File: config.mk
export PLATFORM = sky130hd
export DESIGN_NAME = hibernation_power_control
export DESIGN_NICKNAME = d
export VERILOG_FILES = /design/src/hw/hibernation_power_control.v /design/src/hw/osc_predivider.v
export VERILOG_INCLUDE_DIRS = /design/src /design/src/hw
export SDC_FILE = /design/constraint.sdc
export NUM_CORES = 2
export LEC_CHECK = 0
export BUFFER_PORTS_ARGS = -buffer_cell sky130_fd_sc_hd__buf_2
export CELL_PAD_IN_SITES_DETAIL_PLACEMENT = 0
export CELL_PAD_IN_SITES_GLOBAL_PLACEMENT = 1
export CORE_UTILIZATION = 51
export CTS_BUF_LIST = sky130_fd_sc_hd__clkbuf_16
export DETAILED_ROUTE_END_ITERATION = 12
export HOLD_SLACK_MARGIN = 0.06
export PLACE_DENSITY_LB_ADDON = 0.1
export SETUP_SLACK_MARGIN = 0.4
export SLEW_MARGIN = 20
export SYNTH_ARGS = -nofsm -noshare
export SYNTH_HDL_FRONTEND = slang
export SYNTH_SLANG_ARGS = --single-unit
File: constraint.sdc
create_clock -name mclk -period 2.5 [get_ports mclk]
set_clock_uncertainty 0.15 [all_clocks]
set_input_delay 0.125 -clock mclk [delete_from_list [all_inputs] [get_ports mclk]]
set_output_delay 0.125 -clock mclk [all_outputs]
set_load 0.05 [all_outputs]
File: src/hw/hib_map.vh
// register offsets, control field positions, reset values and counts
// for the hibernation power controller; definitions only
`ifndef HIB_MAP_VH
`define HIB_MAP_VH

// register byte offsets
`define HIB_OFS_COUNT      9'h000
`define HIB_OFS_MATCH0     9'h004
`define HIB_OFS_MATCH1     9'h008
`define HIB_OFS_LOAD       9'h00c
`define HIB_OFS_CTRL       9'h010
`define HIB_OFS_MASK       9'h014
`define HIB_OFS_RAW        9'h018
`define HIB_OFS_MASKED     9'h01c
`define HIB_OFS_CLEAR      9'h020
`define HIB_OFS_TRIM       9'h024
`define HIB_OFS_DATA_BASE  9'h100

// control word fields
`define HIB_CTRL_COUNT_EN  0
`define HIB_CTRL_HIB_REQ   1
`define HIB_CTRL_OSC_SEL   2
`define HIB_CTRL_TMR_WAKE  3
`define HIB_CTRL_PIN_WAKE  4
`define HIB_CTRL_LOWB_EN   5
`define HIB_CTRL_OSC_EN    6
`define HIB_CTRL_ABORT     7
`define HIB_CTRL_W         8

// status fields
`define HIB_ST_LOWBAT      0
`define HIB_ST_MATCH0      1
`define HIB_ST_MATCH1      2
`define HIB_ST_WAKE        3
`define HIB_ST_W           4

// reset values
`define HIB_CTRL_RST       8'h00
`define HIB_TRIM_RST       16'h7fff
`define HIB_MATCH_RST      32'hffffffff

// clock division counts
`define HIB_XTAL_DIV       128
`define HIB_PREDIV_NOM     16'h7fff
`define HIB_TRIM_PERIOD    64

`endif

File: src/hw/hibernation_power_control.v
// hibernation power controller: regulator enable, wake logic, counter,
// match compare, status and retained data words
// assumes a single mclk domain and the slow oscillator sampled as a plain input
//
// Chosen here: the register offsets and the strobed register port.
`timescale 1ns/1ps
`include "hib_map.vh"

// What this block does
// drive regulator enable output that switches main power off in hibernation
// in hibernation restore power on wake pin or counter match
// detect low battery and optionally refuse hibernation
// host spaces writes, and write-then-read, to the slow registers
// back-to-back reads are accepted with no spacing
// host always supplies an oscillator clock to the block
// crystal source is divided by 128 to form the reference
// clock source counts only while oscillator enable is set
// select 0 takes crystal divide path, 1 takes oscillator directly
// after enabling a crystal host waits settling before other access
// with an oscillator host may access registers at once
// 32-bit counter and two 32-bit match values for wake or event
// sixty-four 32-bit words retained across hibernation
// match, wake and low battery events individually maskable
// hibernation starts on request bit after a wake source is configured
// timer wake and pin wake each gated by their own enable
// low battery with detect and abort set prevents hibernation entry
// counter ticks per second, trim divisor used one second in 64
// regulator enable is active low; writes land safely in the counter domain
module hibernation_power_control #(
    parameter DATA_WORDS = 64
) (
    // clock and reset
    input  wire        mclk,
    input  wire        rst_n,
    // register port
    input  wire [8:0]  addr,
    input  wire [31:0] wr_data,
    input  wire        wr_en,
    input  wire        rd_en,
    output reg  [31:0] rd_data_q,
    // pins
    input  wire        osc_in,
    input  wire        wake_n,
    input  wire        low_batt,
    output reg         regulator_power_enable_n_q,
    output reg         event_pending_q
);

    localparam ST_RUN = 1'b0;
    localparam ST_HIB = 1'b1;

    reg                         state_q;
    reg  [`HIB_CTRL_W-1:0]      ctrl_q;
    reg  [31:0]                 count_q;
    reg  [31:0]                 match0_q;
    reg  [31:0]                 match1_q;
    reg  [15:0]                 trim_q;
    reg  [`HIB_ST_W-1:0]        mask_q;
    reg  [`HIB_ST_W-1:0]        raw_q;
    reg  [31:0]                 data_mem [0:DATA_WORDS-1];
    wire                        second_tick;
    wire [31:0]                 count_next;
    wire                        hit0;
    wire                        hit1;
    wire                        pin_wake;
    wire                        tmr_wake;
    wire                        wake_cond;
    wire                        wake_cfg;
    wire                        abort_cond;
    wire                        enter_hib;
    wire                        refuse_hib;
    wire [`HIB_ST_W-1:0]        set_bits;
    wire [`HIB_ST_W-1:0]        clr_bits;
    wire [`HIB_ST_W-1:0]        raw_next;

    // register decode, shared by the read and write paths
    function is_reg;
        input [8:0] a;
        input [8:0] ofs;
        begin
            is_reg = (a == ofs);
        end
    endfunction

    function is_data;
        input [8:0] a;
        begin
            is_data = (a >= `HIB_OFS_DATA_BASE) && (a[1:0] == 2'b00);
        end
    endfunction

    osc_predivider u_prediv (
        .mclk            (mclk),
        .rst_n           (rst_n),
        .osc_in          (osc_in),
        .osc_enable      (ctrl_q[`HIB_CTRL_OSC_EN]),
        .osc_type_select (ctrl_q[`HIB_CTRL_OSC_SEL]),
        .count_enable    (ctrl_q[`HIB_CTRL_COUNT_EN]),
        .trim            (trim_q),
        .second_tick_q   (second_tick)
    );

    // counter and match compare
    assign count_next = count_q + 32'h00000001;
    assign hit0 = second_tick && (count_next == match0_q);
    assign hit1 = second_tick && (count_next == match1_q);

    // wake sources, each behind its own enable
    assign pin_wake  = ctrl_q[`HIB_CTRL_PIN_WAKE] & ~wake_n;
    assign tmr_wake  = ctrl_q[`HIB_CTRL_TMR_WAKE] & (hit0 | hit1);
    assign wake_cond = pin_wake | tmr_wake;
    assign wake_cfg  = ctrl_q[`HIB_CTRL_PIN_WAKE] | ctrl_q[`HIB_CTRL_TMR_WAKE];

    // battery checked only while running
    assign abort_cond = ctrl_q[`HIB_CTRL_LOWB_EN] & ctrl_q[`HIB_CTRL_ABORT] & low_batt;
    assign enter_hib  = (state_q == ST_RUN) && ctrl_q[`HIB_CTRL_HIB_REQ]
                        && wake_cfg && !abort_cond; // see
    assign refuse_hib = (state_q == ST_RUN) && ctrl_q[`HIB_CTRL_HIB_REQ] && !enter_hib;

    // sticky status, set wins over clear
    assign set_bits[`HIB_ST_LOWBAT] = ctrl_q[`HIB_CTRL_LOWB_EN] & low_batt
                                      & (state_q == ST_RUN);
    assign set_bits[`HIB_ST_MATCH0] = hit0;
    assign set_bits[`HIB_ST_MATCH1] = hit1;
    assign set_bits[`HIB_ST_WAKE]   = ~wake_n;
    assign clr_bits = (wr_en && is_reg(addr, `HIB_OFS_CLEAR)) ? wr_data[`HIB_ST_W-1:0]
                                                             : {`HIB_ST_W{1'b0}};
    assign raw_next = (raw_q & ~clr_bits) | set_bits;

    // power state machine
    always @(posedge mclk or negedge rst_n) begin
        if (!rst_n) begin
            state_q                    <= ST_RUN;
            regulator_power_enable_n_q <= 1'b0;
        end else begin
            case (state_q)
                ST_RUN: begin
                    if (enter_hib) begin
                        state_q                    <= ST_HIB;
                        regulator_power_enable_n_q <= 1'b1; // see
                    end
                end
                ST_HIB: begin
                    if (wake_cond) begin
                        state_q                    <= ST_RUN;
                        regulator_power_enable_n_q <= 1'b0;
                    end
                end
                default: begin
                    state_q                    <= ST_RUN;
                    regulator_power_enable_n_q <= 1'b0;
                end
            endcase
        end
    end

    // control word; request bit cleared by hardware on refusal or wake
    always @(posedge mclk or negedge rst_n) begin
        if (!rst_n) begin
            ctrl_q <= `HIB_CTRL_RST;
        end else begin
            if (wr_en && is_reg(addr, `HIB_OFS_CTRL))
                ctrl_q <= wr_data[`HIB_CTRL_W-1:0];
            else if (refuse_hib || (state_q == ST_HIB && wake_cond))
                ctrl_q[`HIB_CTRL_HIB_REQ] <= 1'b0;
        end
    end

    // counter, match, trim, mask and status
    always @(posedge mclk or negedge rst_n) begin
        if (!rst_n) begin
            count_q  <= 32'h00000000;
            match0_q <= `HIB_MATCH_RST;
            match1_q <= `HIB_MATCH_RST;
            trim_q   <= `HIB_TRIM_RST;
            mask_q   <= {`HIB_ST_W{1'b0}};
            raw_q    <= {`HIB_ST_W{1'b0}};
        end else begin
            raw_q <= raw_next;
            if (wr_en && is_reg(addr, `HIB_OFS_LOAD))
                count_q <= wr_data;
            else if (second_tick)
                count_q <= count_next;
            if (wr_en && is_reg(addr, `HIB_OFS_MATCH0))
                match0_q <= wr_data;
            if (wr_en && is_reg(addr, `HIB_OFS_MATCH1))
                match1_q <= wr_data;
            if (wr_en && is_reg(addr, `HIB_OFS_TRIM))
                trim_q <= wr_data[15:0];
            if (wr_en && is_reg(addr, `HIB_OFS_MASK))
                mask_q <= wr_data[`HIB_ST_W-1:0];
        end
    end

    // masked events onto one output
    always @(posedge mclk or negedge rst_n) begin
        if (!rst_n)
            event_pending_q <= 1'b0;
        else
            event_pending_q <= |(raw_next & mask_q);
    end

    // retained data words
    always @(posedge mclk) begin
        if (wr_en && is_data(addr))
            data_mem[addr[7:2]] <= wr_data;
    end

    // read data one cycle after the strobe; reads need no spacing
    always @(posedge mclk or negedge rst_n) begin
        if (!rst_n) begin
            rd_data_q <= 32'h00000000;
        end else if (rd_en) begin
            if (is_data(addr))
                rd_data_q <= data_mem[addr[7:2]];
            else if (is_reg(addr, `HIB_OFS_COUNT))
                rd_data_q <= count_q;
            else if (is_reg(addr, `HIB_OFS_MATCH0))
                rd_data_q <= match0_q;
            else if (is_reg(addr, `HIB_OFS_MATCH1))
                rd_data_q <= match1_q;
            else if (is_reg(addr, `HIB_OFS_CTRL))
                rd_data_q <= {24'h000000, ctrl_q};
            else if (is_reg(addr, `HIB_OFS_MASK))
                rd_data_q <= {28'h0000000, mask_q};
            else if (is_reg(addr, `HIB_OFS_RAW))
                rd_data_q <= {28'h0000000, raw_q};
            else if (is_reg(addr, `HIB_OFS_MASKED))
                rd_data_q <= {28'h0000000, raw_q & mask_q};
            else if (is_reg(addr, `HIB_OFS_TRIM))
                rd_data_q <= {16'h0000, trim_q};
            else
                rd_data_q <= 32'h00000000;
        end else begin
            rd_data_q <= 32'h00000000;
        end
    end

endmodule

File: src/hw/osc_predivider.v
// slow oscillator sampling, crystal divide and one-second predivider
// assumes the oscillator pin is already synchronous to mclk and slower than mclk/2
`timescale 1ns/1ps
`include "hib_map.vh"

module osc_predivider #(
    parameter XTAL_DIV    = `HIB_XTAL_DIV,
    parameter TRIM_PERIOD = `HIB_TRIM_PERIOD
) (
    // clock and reset
    input  wire        mclk,
    input  wire        rst_n,
    // oscillator pin
    input  wire        osc_in,
    // control
    input  wire        osc_enable,
    input  wire        osc_type_select,
    input  wire        count_enable,
    input  wire [15:0] trim,
    // one-second pulse
    output reg         second_tick_q
);

    reg         osc_prev_q;
    reg  [6:0]  xdiv_q;
    reg  [15:0] prediv_q;
    reg  [5:0]  sec_cnt_q;
    wire        osc_edge;
    wire        ref_tick;

    // rising edge of the pin, only while the source is enabled
    assign osc_edge = osc_enable & osc_in & ~osc_prev_q;
    // crystal path divides, oscillator path passes straight
    assign ref_tick = osc_type_select ? osc_edge :
                      (osc_edge && xdiv_q == XTAL_DIV - 1); // see

    always @(posedge mclk or negedge rst_n) begin
        if (!rst_n) begin
            osc_prev_q    <= 1'b0;
            xdiv_q        <= 7'h00;
            prediv_q      <= `HIB_PREDIV_NOM;
            sec_cnt_q     <= 6'h00;
            second_tick_q <= 1'b0;
        end else begin
            osc_prev_q    <= osc_in;
            second_tick_q <= 1'b0;
            if (osc_edge && !osc_type_select)
                xdiv_q <= (xdiv_q == XTAL_DIV - 1) ? 7'h00 : xdiv_q + 7'h01;
            if (ref_tick && count_enable) begin
                if (prediv_q == 16'h0000) begin
                    second_tick_q <= 1'b1;
                    sec_cnt_q     <= (sec_cnt_q == TRIM_PERIOD - 1) ? 6'h00 : sec_cnt_q + 6'h01;
                    // trim replaces the divisor for one second in sixty-four
                    prediv_q <= (sec_cnt_q == TRIM_PERIOD - 2) ? trim : `HIB_PREDIV_NOM;
                end else begin
                    prediv_q <= prediv_q - 16'h0001;
                end
            end
        end
    end

endmodule

# --- Word level (Yosys, flattened, before mapping) ---
# Memories as Yosys holds them, arrays and structs flattened.
# Index checks and enable logic that the tools add are counted.
classes:
  addsub: 4
  magnitude_cmp: 1
  eq_ne: 16
  muxes: 30
  bitwise: 19
  reduce_logical: 31
op_table:
  columns: ["op", "count"]
  rows:
  - ["two-way mux 32 bit", 7]
  - ["two-way mux 16 bit", 7]
  - ["== test 32 bit", 2]
  - ["== test 9 x 5 -> 1 bit (second input constant)", 4]
  - ["adder 32 x 1 -> 32 bit (second input constant)", 1]
  - ["logical AND 1 bit", 19]
  - ["== test 9 x 4 -> 1 bit (second input constant)", 2]
  - ["== test 9 x 6 -> 1 bit (second input constant)", 2]
  - ["logical NOT 16 bit", 1]
  - ["subtractor 16 x 1 -> 16 bit (second input constant)", 1]
  - ["AND 4 bit", 3]
  - ["== test 6 bit (second input constant)", 2]
  - ["two-way mux 1 bit", 11]
  - ["== test 9 x 3 -> 1 bit (second input constant)", 1]
  - ["greater-or-equal comparator 9 bit (second input constant)", 1]
  - ["logical NOT 9 bit", 1]
  - ["AND 1 bit", 8]
  - ["adder 7 x 1 -> 7 bit (second input constant)", 1]
  - ["== test 7 bit (second input constant)", 1]
  - ["two-way mux 7 bit", 1]
  - ["adder 6 x 1 -> 6 bit (second input constant)", 1]
  - ["two-way mux 6 bit", 1]
  - ["two-way mux 4 bit", 1]
  - ["NOT 4 bit", 1]
  - ["12 further kinds", 21]
totals:
  reg_bits: 194
  mem_bits_rw: 2048
  in_bits: 48
  word_cells: 119
  mem_count: 1
memory_table:
  columns: ["name", "depth", "width", "rd", "rd_ports_with_merged_regs", "write_ports", "line_no", "text"]
  rows:
  - ["data_mem", 64, 32, 1, 0, 1, "hibernation_power_control.v:60", "reg [31:0] data_mem [0:DATA_WORDS-1];"]

# --- Depth between registers and ports, before layout ---
depth:
  ltp_word: 11
  mapped_depth: 12
  ltp_nobuf: 10

# --- Hierarchy ---
# From an unflattened synthesis, not the netlist that was laid out.
hier_totals:
  hier_cells: 4148
  area_unflattened_um2: 89289.4
modules_own_cells:
  columns: ["mod", "n_inst", "cells_per_inst", "area_each_um2", "seq_area_each_um2"]
  rows:
  - ["hibernation_power_control", 1, 3951, 87391.3, 65676.7]
  - ["osc_predivider", 1, 197, 1898.1, 794.5]

# --- Least setup slack after synthesis ---
# Ideal clock, no wire load.
synth_path:
  path_type: "input to register"
  startpoint: "in addr[4]"
  endpoint: "mem data_mem[5][0], enable pin"
  t_arrival_ns: 3.607
  required_ns: 1.889
  setup_slack_ns: -1.718
  path_stages: 6
  n_path_buf: 3
  path_cell_list: "buf_2 -> buf_2 -> clkbuf_1 -> and3_1 -> nand2_1 -> nor3_1"
synth_via:
  elab_chain_cells: 5
synth_rtl:
  columns: ["element", "line_no", "text"]
  rows:
  - ["start: declaration", "hibernation_power_control.v:36", "input wire [8:0] addr,"]
  - ["greater-or-equal comparator 9 bit (no line)", null, null]
  - ["logical AND 1 bit", "hibernation_power_control.v:88", "is_data = (a >= `HIB_OFS_DATA_BASE) && (a[1:0] == 2'b00);"]
  - ["logical AND 1 bit", "hibernation_power_control.v:205", "if (wr_en && is_data(addr))"]
  - ["two-way mux 1 bit", "hibernation_power_control.v:205", null]
  - ["two-way mux 1 bit (not written as such)", "hibernation_power_control.v:206", "data_mem[addr[7:2]] <= wr_data;"]
  - ["end: declaration", "hibernation_power_control.v:60", null]
# Parallel ways exist; a longest one is shown, timed or not.

# --- Worst setup path after layout ---
layout_path:
  startpoint: "reg count_q[8]"
  endpoint: "reg state_q"
layout_via:
  elab_chain_cells: 8
layout_rtl:
  columns: ["element", "line_no", "text"]
  rows:
  - ["start: declaration", "hibernation_power_control.v:54", "reg [31:0] count_q;"]
  - ["start signal: assignment", "hibernation_power_control.v:181", "count_q <= wr_data;"]
  - ["start signal: assignment", "hibernation_power_control.v:183", "count_q <= count_next;"]
  - ["adder 32 x 1 -> 32 bit (*)", "hibernation_power_control.v:104", "assign count_next = count_q + 32'h00000001;"]
  - ["== test 32 bit, on equally long branches", "hibernation_power_control.v:105, hibernation_power_control.v:106", null]
  - ["logical AND 1 bit, on equally long branches", "hibernation_power_control.v:105, hibernation_power_control.v:106", null]
  - ["OR 1 bit (*)", "hibernation_power_control.v:110", "assign tmr_wake = ctrl_q[`HIB_CTRL_TMR_WAKE] & (hit0 | hit1);"]
  - ["AND 1 bit (*)", "hibernation_power_control.v:110", null]
  - ["OR 1 bit (*)", "hibernation_power_control.v:111", "assign wake_cond = pin_wake | tmr_wake;"]
  - ["two-way mux 1 bit (*)", "hibernation_power_control.v:144", "if (wake_cond) begin"]
  - ["case mux 1 bit (2 select lines) (*)", "hibernation_power_control.v:136", "case (state_q)"]
  - ["end signal: assignment", "hibernation_power_control.v:139", "state_q <= ST_HIB;"]
  - ["end signal: assignment", "hibernation_power_control.v:145", "state_q <= ST_RUN;"]
  - ["end signal: assignment", "hibernation_power_control.v:150", "state_q <= ST_RUN;"]
  - ["end: declaration", "hibernation_power_control.v:52", "reg state_q;"]
# Every way passes the cells marked *; elsewhere a longest branch is shown, timed or not.
# A chain may end at the register's enable or synchronous reset.

==> impl.org <==
** Run status
- Run status :: complete, but fails checks
- The final reports fail on negative setup slack.

** Yosys
- Synth Register Bits :: 2242
- Distinct cell type count after synthesis :: 76
- Fraction of the mapped netlist area in simple logic gates :: 2.54%
- Counting flops with an async set or reset pin after synthesis yields a share of 8.65%.
- After Yosys synthesis, XOR and XNOR cells account for 1.19% of the synthesized area.
- Share of the synthesized area in the top cell type :: 69.2%
- The synthesized design contains 2048 enable-type register cells.
- The synthesized netlist occupies a cell area of 0.0888 sq mm.
- Synthesized net count :: 4152
- The synthesized netlist devotes 2.00% of its cell area to compound gates.
- During synthesis, Yosys emitted a total of 0 warnings.
- After synthesis, the largest family of logic cells by area is multiplexers.
- Sorting the synthesized cells by area gives the leading types as edfxtp_1 69%, mux4_2 17%, dfrtp_1 2.8%, dfstp_2 2.8%, mux2_2 1.2%.
- In the synthesized netlist, mux cells make up 18.1% of the area.
- The synthesized netlist devotes 0.0845% of its cell area to adder and majority cells.
- Dividing the synthesized area by the synthesized cell count gives 21.7 sq um.
- Among all flip-flop cells after synthesis, the most frequent one is edfxtp_1.
- The synthesized design spends more area on one cell type than any other, namely edfxtp_1.
- Proportion of synthesized chip area in sequential cells :: 74.8%
- Synthesized netlist cell count :: 4098

** Final layout
- Util after Layout :: 62.6%
- Once layout is done, the placed cells without fillers occupy 0.108 sq mm.
- Sequential cell area :: 0.0665 sq mm
- The top cell types in the final layout, fill and taps aside, are 2048 x edfxtp_1, 661 x mux4_2, 497 x buf_4.
- Most common cell after layout, fill and taps aside :: edfxtp_1
- In the final design database the tool counted 4976 nets.
- The filler cells instantiated in the layout total 11964.
- Compared with the post-synthesis result, the final layout area differs by 21.5%.
- The multi-input combinational cells in the finished layout cover a total of 0.0228 sq mm.
- The post-route netlist has 42.7% of its cells at a drive strength greater than 1.

** Place
- Port buffer count :: 81
- At the end of routability-driven placement, the weighted congestion stood at 0.939.
- After detailed placement, the total cell area comes to 0.0989 sq mm.
- The HPWL after detailed placement is 153 mm.

** Power and ir drop
- Switching Power :: 17.9 mW
- Switching power share of the total :: 22.3%
- Combinational cells account for 7.9% of the total power.
- The share of total power dissipated in sequential elements is 51.5%.
- The share of total power dissipated in the clock network is 40.6%.
- The internal power of the cells totals 62.2 mW.
- Ratio of total power to cell area :: 742 mW/mm^2
- Summed over all cells, the static leakage comes to 35.8 nW.
- Peak VDD IR :: 0.648 mV

** GRT
- Global-route wire length before repair :: 340 mm
- GRT met1 Usage :: 38.4%
- Via count of the first global-routing pass :: 46900
- Global-route layer with the greatest usage :: met2
- Met2 GRT Util :: 45.3%
- Across every metal layer, demand over resource in global routing totals 27.5%.
- M3 GR Usage :: 3.92%
- Leftover overflow at the end of global routing :: 0
- Entering global routing, the biggest net connects 71 pins.
- The number of antenna violations at the first check in global routing was 16.

** Min path
- In this run the worst hold path is classified as primary input to register.

** Routing
- Avg WL per Cell :: 31.8 um
- The pre-antenna-repair detailed-routing pass consisted of 6 iterations.
- After detailed routing, the number of vias per cell comes to 6.15.
- Post-route antenna net violation count :: 0
- DRC violation count after routing :: 0
- Drt total wl :: 236 mm
- Drt first-iter violations :: 4897
- Across all layers, the routed design uses 45656 vias.

** Floorplan
- Measured along the x axis, the die boundary spans 419 um.
- For this configuration, the core starts out at a cell density of 51.5%.
- The core region is 0.172 sq mm.
- The die covers 0.176 sq mm.
- In this run the count of I/O pins placed on the die edge is 82.
- The initialized floorplan defines 152 standard-cell rows.
- The die is 419 um tall.

** Run
- Across the run, the number of max-cap violations was 0.

** Clock tree
- TritonCTS built the clock tree.
- Worst skew pair latency :: 0.87 ns
- The root buffer cell chosen for the clock tree is clkbuf_16.
- Clock-pin slew was measured on the worst setup and hold paths at 0.07 ns.
- Buffers inserted during clock tree synthesis total 223.
- The clock tree synthesis step divided the H-tree into 4 levels.
- The clock passes through at most 3 buffers.
- Clock tree sinks :: 2242

** Critical path
- Count of buffer and inverter cells on the critical path :: 3
- At the worst endpoint, the required time is 3.06 ns.
- Walking the worst path, the cells encountered are and4_4, nand4_4, buf_12, or4_4, buf_6, xor2_2, a21oi_2, nand3_2, nor4_4, buf_4, or2_4, a31oi_1.
- On the worst path, the slowest cell contributes a delay of 0.44 ns.
- Worst-path maximum fanout :: 5
- The slowest stage of the critical path belongs to the cell or4_4.
- Dominant delay contributor by cell family on the critical path :: simple AND/OR/NAND/NOR gates
- Sort of element at the start of the critical path :: register
- Sort of element at the end of the critical path :: register
- Data arrival time at the worst-slack endpoint :: 3.66 ns
- The worst setup path is of the register to register kind.

** Timing
- Post-layout minimum cycle time :: 3.10 ns
- Derived from the worst setup path, the maximum achievable clock frequency is 322 MHz.
- Max-slew violation total from the final report :: 0
- Tightest slew margin relative to the limit :: 38.1%
- Setup repair after global routing could not meet its margin everywhere.
- Post-layout worst setup margin :: -0.603 ns
- Final worst path period share :: 124%
- Setup violations remaining at the end of the flow were counted as 18.
- Hold is met by 0.102 ns.
- Final number of hold-violating endpoints :: 0
- For the pin with the worst max-slew slack, the measured transition is 0.929 ns.
layer usage:
metal  vias to the layer above  part of all wire [%]
met5                         -                0.0051
met4                         2                   3.0
met3                       334                   6.1
met2                      1542                    50
met1                     24836                    41
li1                      18942                     -
repair_timing:
action | CTS | global route
gates resized for setup | 163 | 80
setup endpoints to repair | 75 | 101
endpoints found under the hold margin | 2436 | 111
setup buffers | 17 | 14
cloned | 0 | 1
pin swaps | 60 | 26
hold buffers | 60 | 5
flip-flops by register name, indices dropped and copies added (netlist names), 7 cells and up:
register           count
u_prediv.prediv_q     16
ctrl_q                 8
match1_q              32
match0_q              32
u_prediv.xdiv_q        7
trim_q                16
count_q               32
data_mem            2048
rd_data_q             32
logic make-up (layout without fill, tap and decap cells):
logic type                 after synthesis  count (layout)
xor gates and xnor gates               121             121
and+or+nand+nor                        446             446
other                                    0               4
muxes                                  767             767
AOI/OAI and AO/OA                      259             259
buffers and inverters                  257            1272
adders and majority gates                6               6
DFF                                   2242            2242
synthesized netlist by cell type, types with 31 or more instances:
master	instances
a21oi_1	40
buf_1	36
buf_2	84
clkbuf_1	101
dfrtp_1	100
dfstp_2	94
edfxtp_1	2048
mux2_2	93
mux4_2	661
nand2_1	119
nand3_1	31
nand4_1	33
nor2_1	120
nor3_1	42
o21ai_0	85
xnor2_1	84
xor2_1	37
power by group through the flow:
stage / combinational [mW] / clock, mW / sequential, mW
6_report: 6.36 / 32.5 / 41.2
5_1_grt: 6.74 / 34.5 / 41.2
4_1_cts: 6.21 / 33.1 / 41.2
3_5_place_dp: 5.90 / 0 / 42.0
3_3_place_gp: 5.86 / 0 / 42.0
2_1_floorplan: 2.97 / 0 / 42.0
cell type report:
| cell class | instances | area share, % |
|---|---|---|
| diodes | 4 | 0.00928 |
| clock buffers | 225 | 5.22 |
| clock inverters | 191 | 1.38 |
| inverters | 25 | 0.0916 |
| multi-input cells | 1599 | 21.1 |
| flip-flops and latches | 2242 | 61.6 |
| well taps | 2310 | 2.68 |
| repair buffers | 831 | 7.90 |
worst paths after layout:
| check | start | end | cells past startpoint | slack, ns |
|---|---|---|---|---|
| setup / recovery | count_q[8]$_DFFE_PN0P_ | state_q$_DFF_PN0_ | 12 | -0.60 |
| hold / removal | addr[6] | rd_data_q[1]$_DFF_PN0_ | 6 | 0.10 |
| setup reg to reg | count_q[8]$_DFFE_PN0P_ | state_q$_DFF_PN0_ | 12 | -0.60 |
| hold reg to reg | u_prediv.prediv_q[3]$_DFFE_PN1P_ | u_prediv.prediv_q[3]$_DFFE_PN1P_ | 2 | 0.32 |
| max in group asynchronous | rst_n | u_prediv.prediv_q[13]$_DFFE_PN1P_ | 5 | 1.26 |
| min in group asynchronous | rst_n | mask_q[0]$_DFFE_PN0P_ | 4 | 0.29 |
per-stage QoR:
step | TNS (ns) | std cells | power [mW] | worst slack, ns
after floorplan | -119.91 | 4098 | 45.0 | -0.121
after global placement | -51.17 | 6913 | 47.8 | -0.818
after detailed placement | -48.92 | 6913 | 47.9 | -0.835
after CTS | -3.60 | 7406 | 80.5 | -0.570
after global routing | -5.27 | 7423 | 82.4 | -0.707
final | -3.86 | 7427 | 80.1 | -0.603
worst register-to-register path, delay by kind of cell, from the launching register on:
family                    cells  cell delay (ns)
xor gates and xnor gates      1             0.14
and+or+nand+nor               6             1.54
buffers and inverters         3             0.49
AOI/OAI and AO/OA             2             0.23
DFF                           1             0.40
Note: power is estimated with default switching activity, not from simulation.
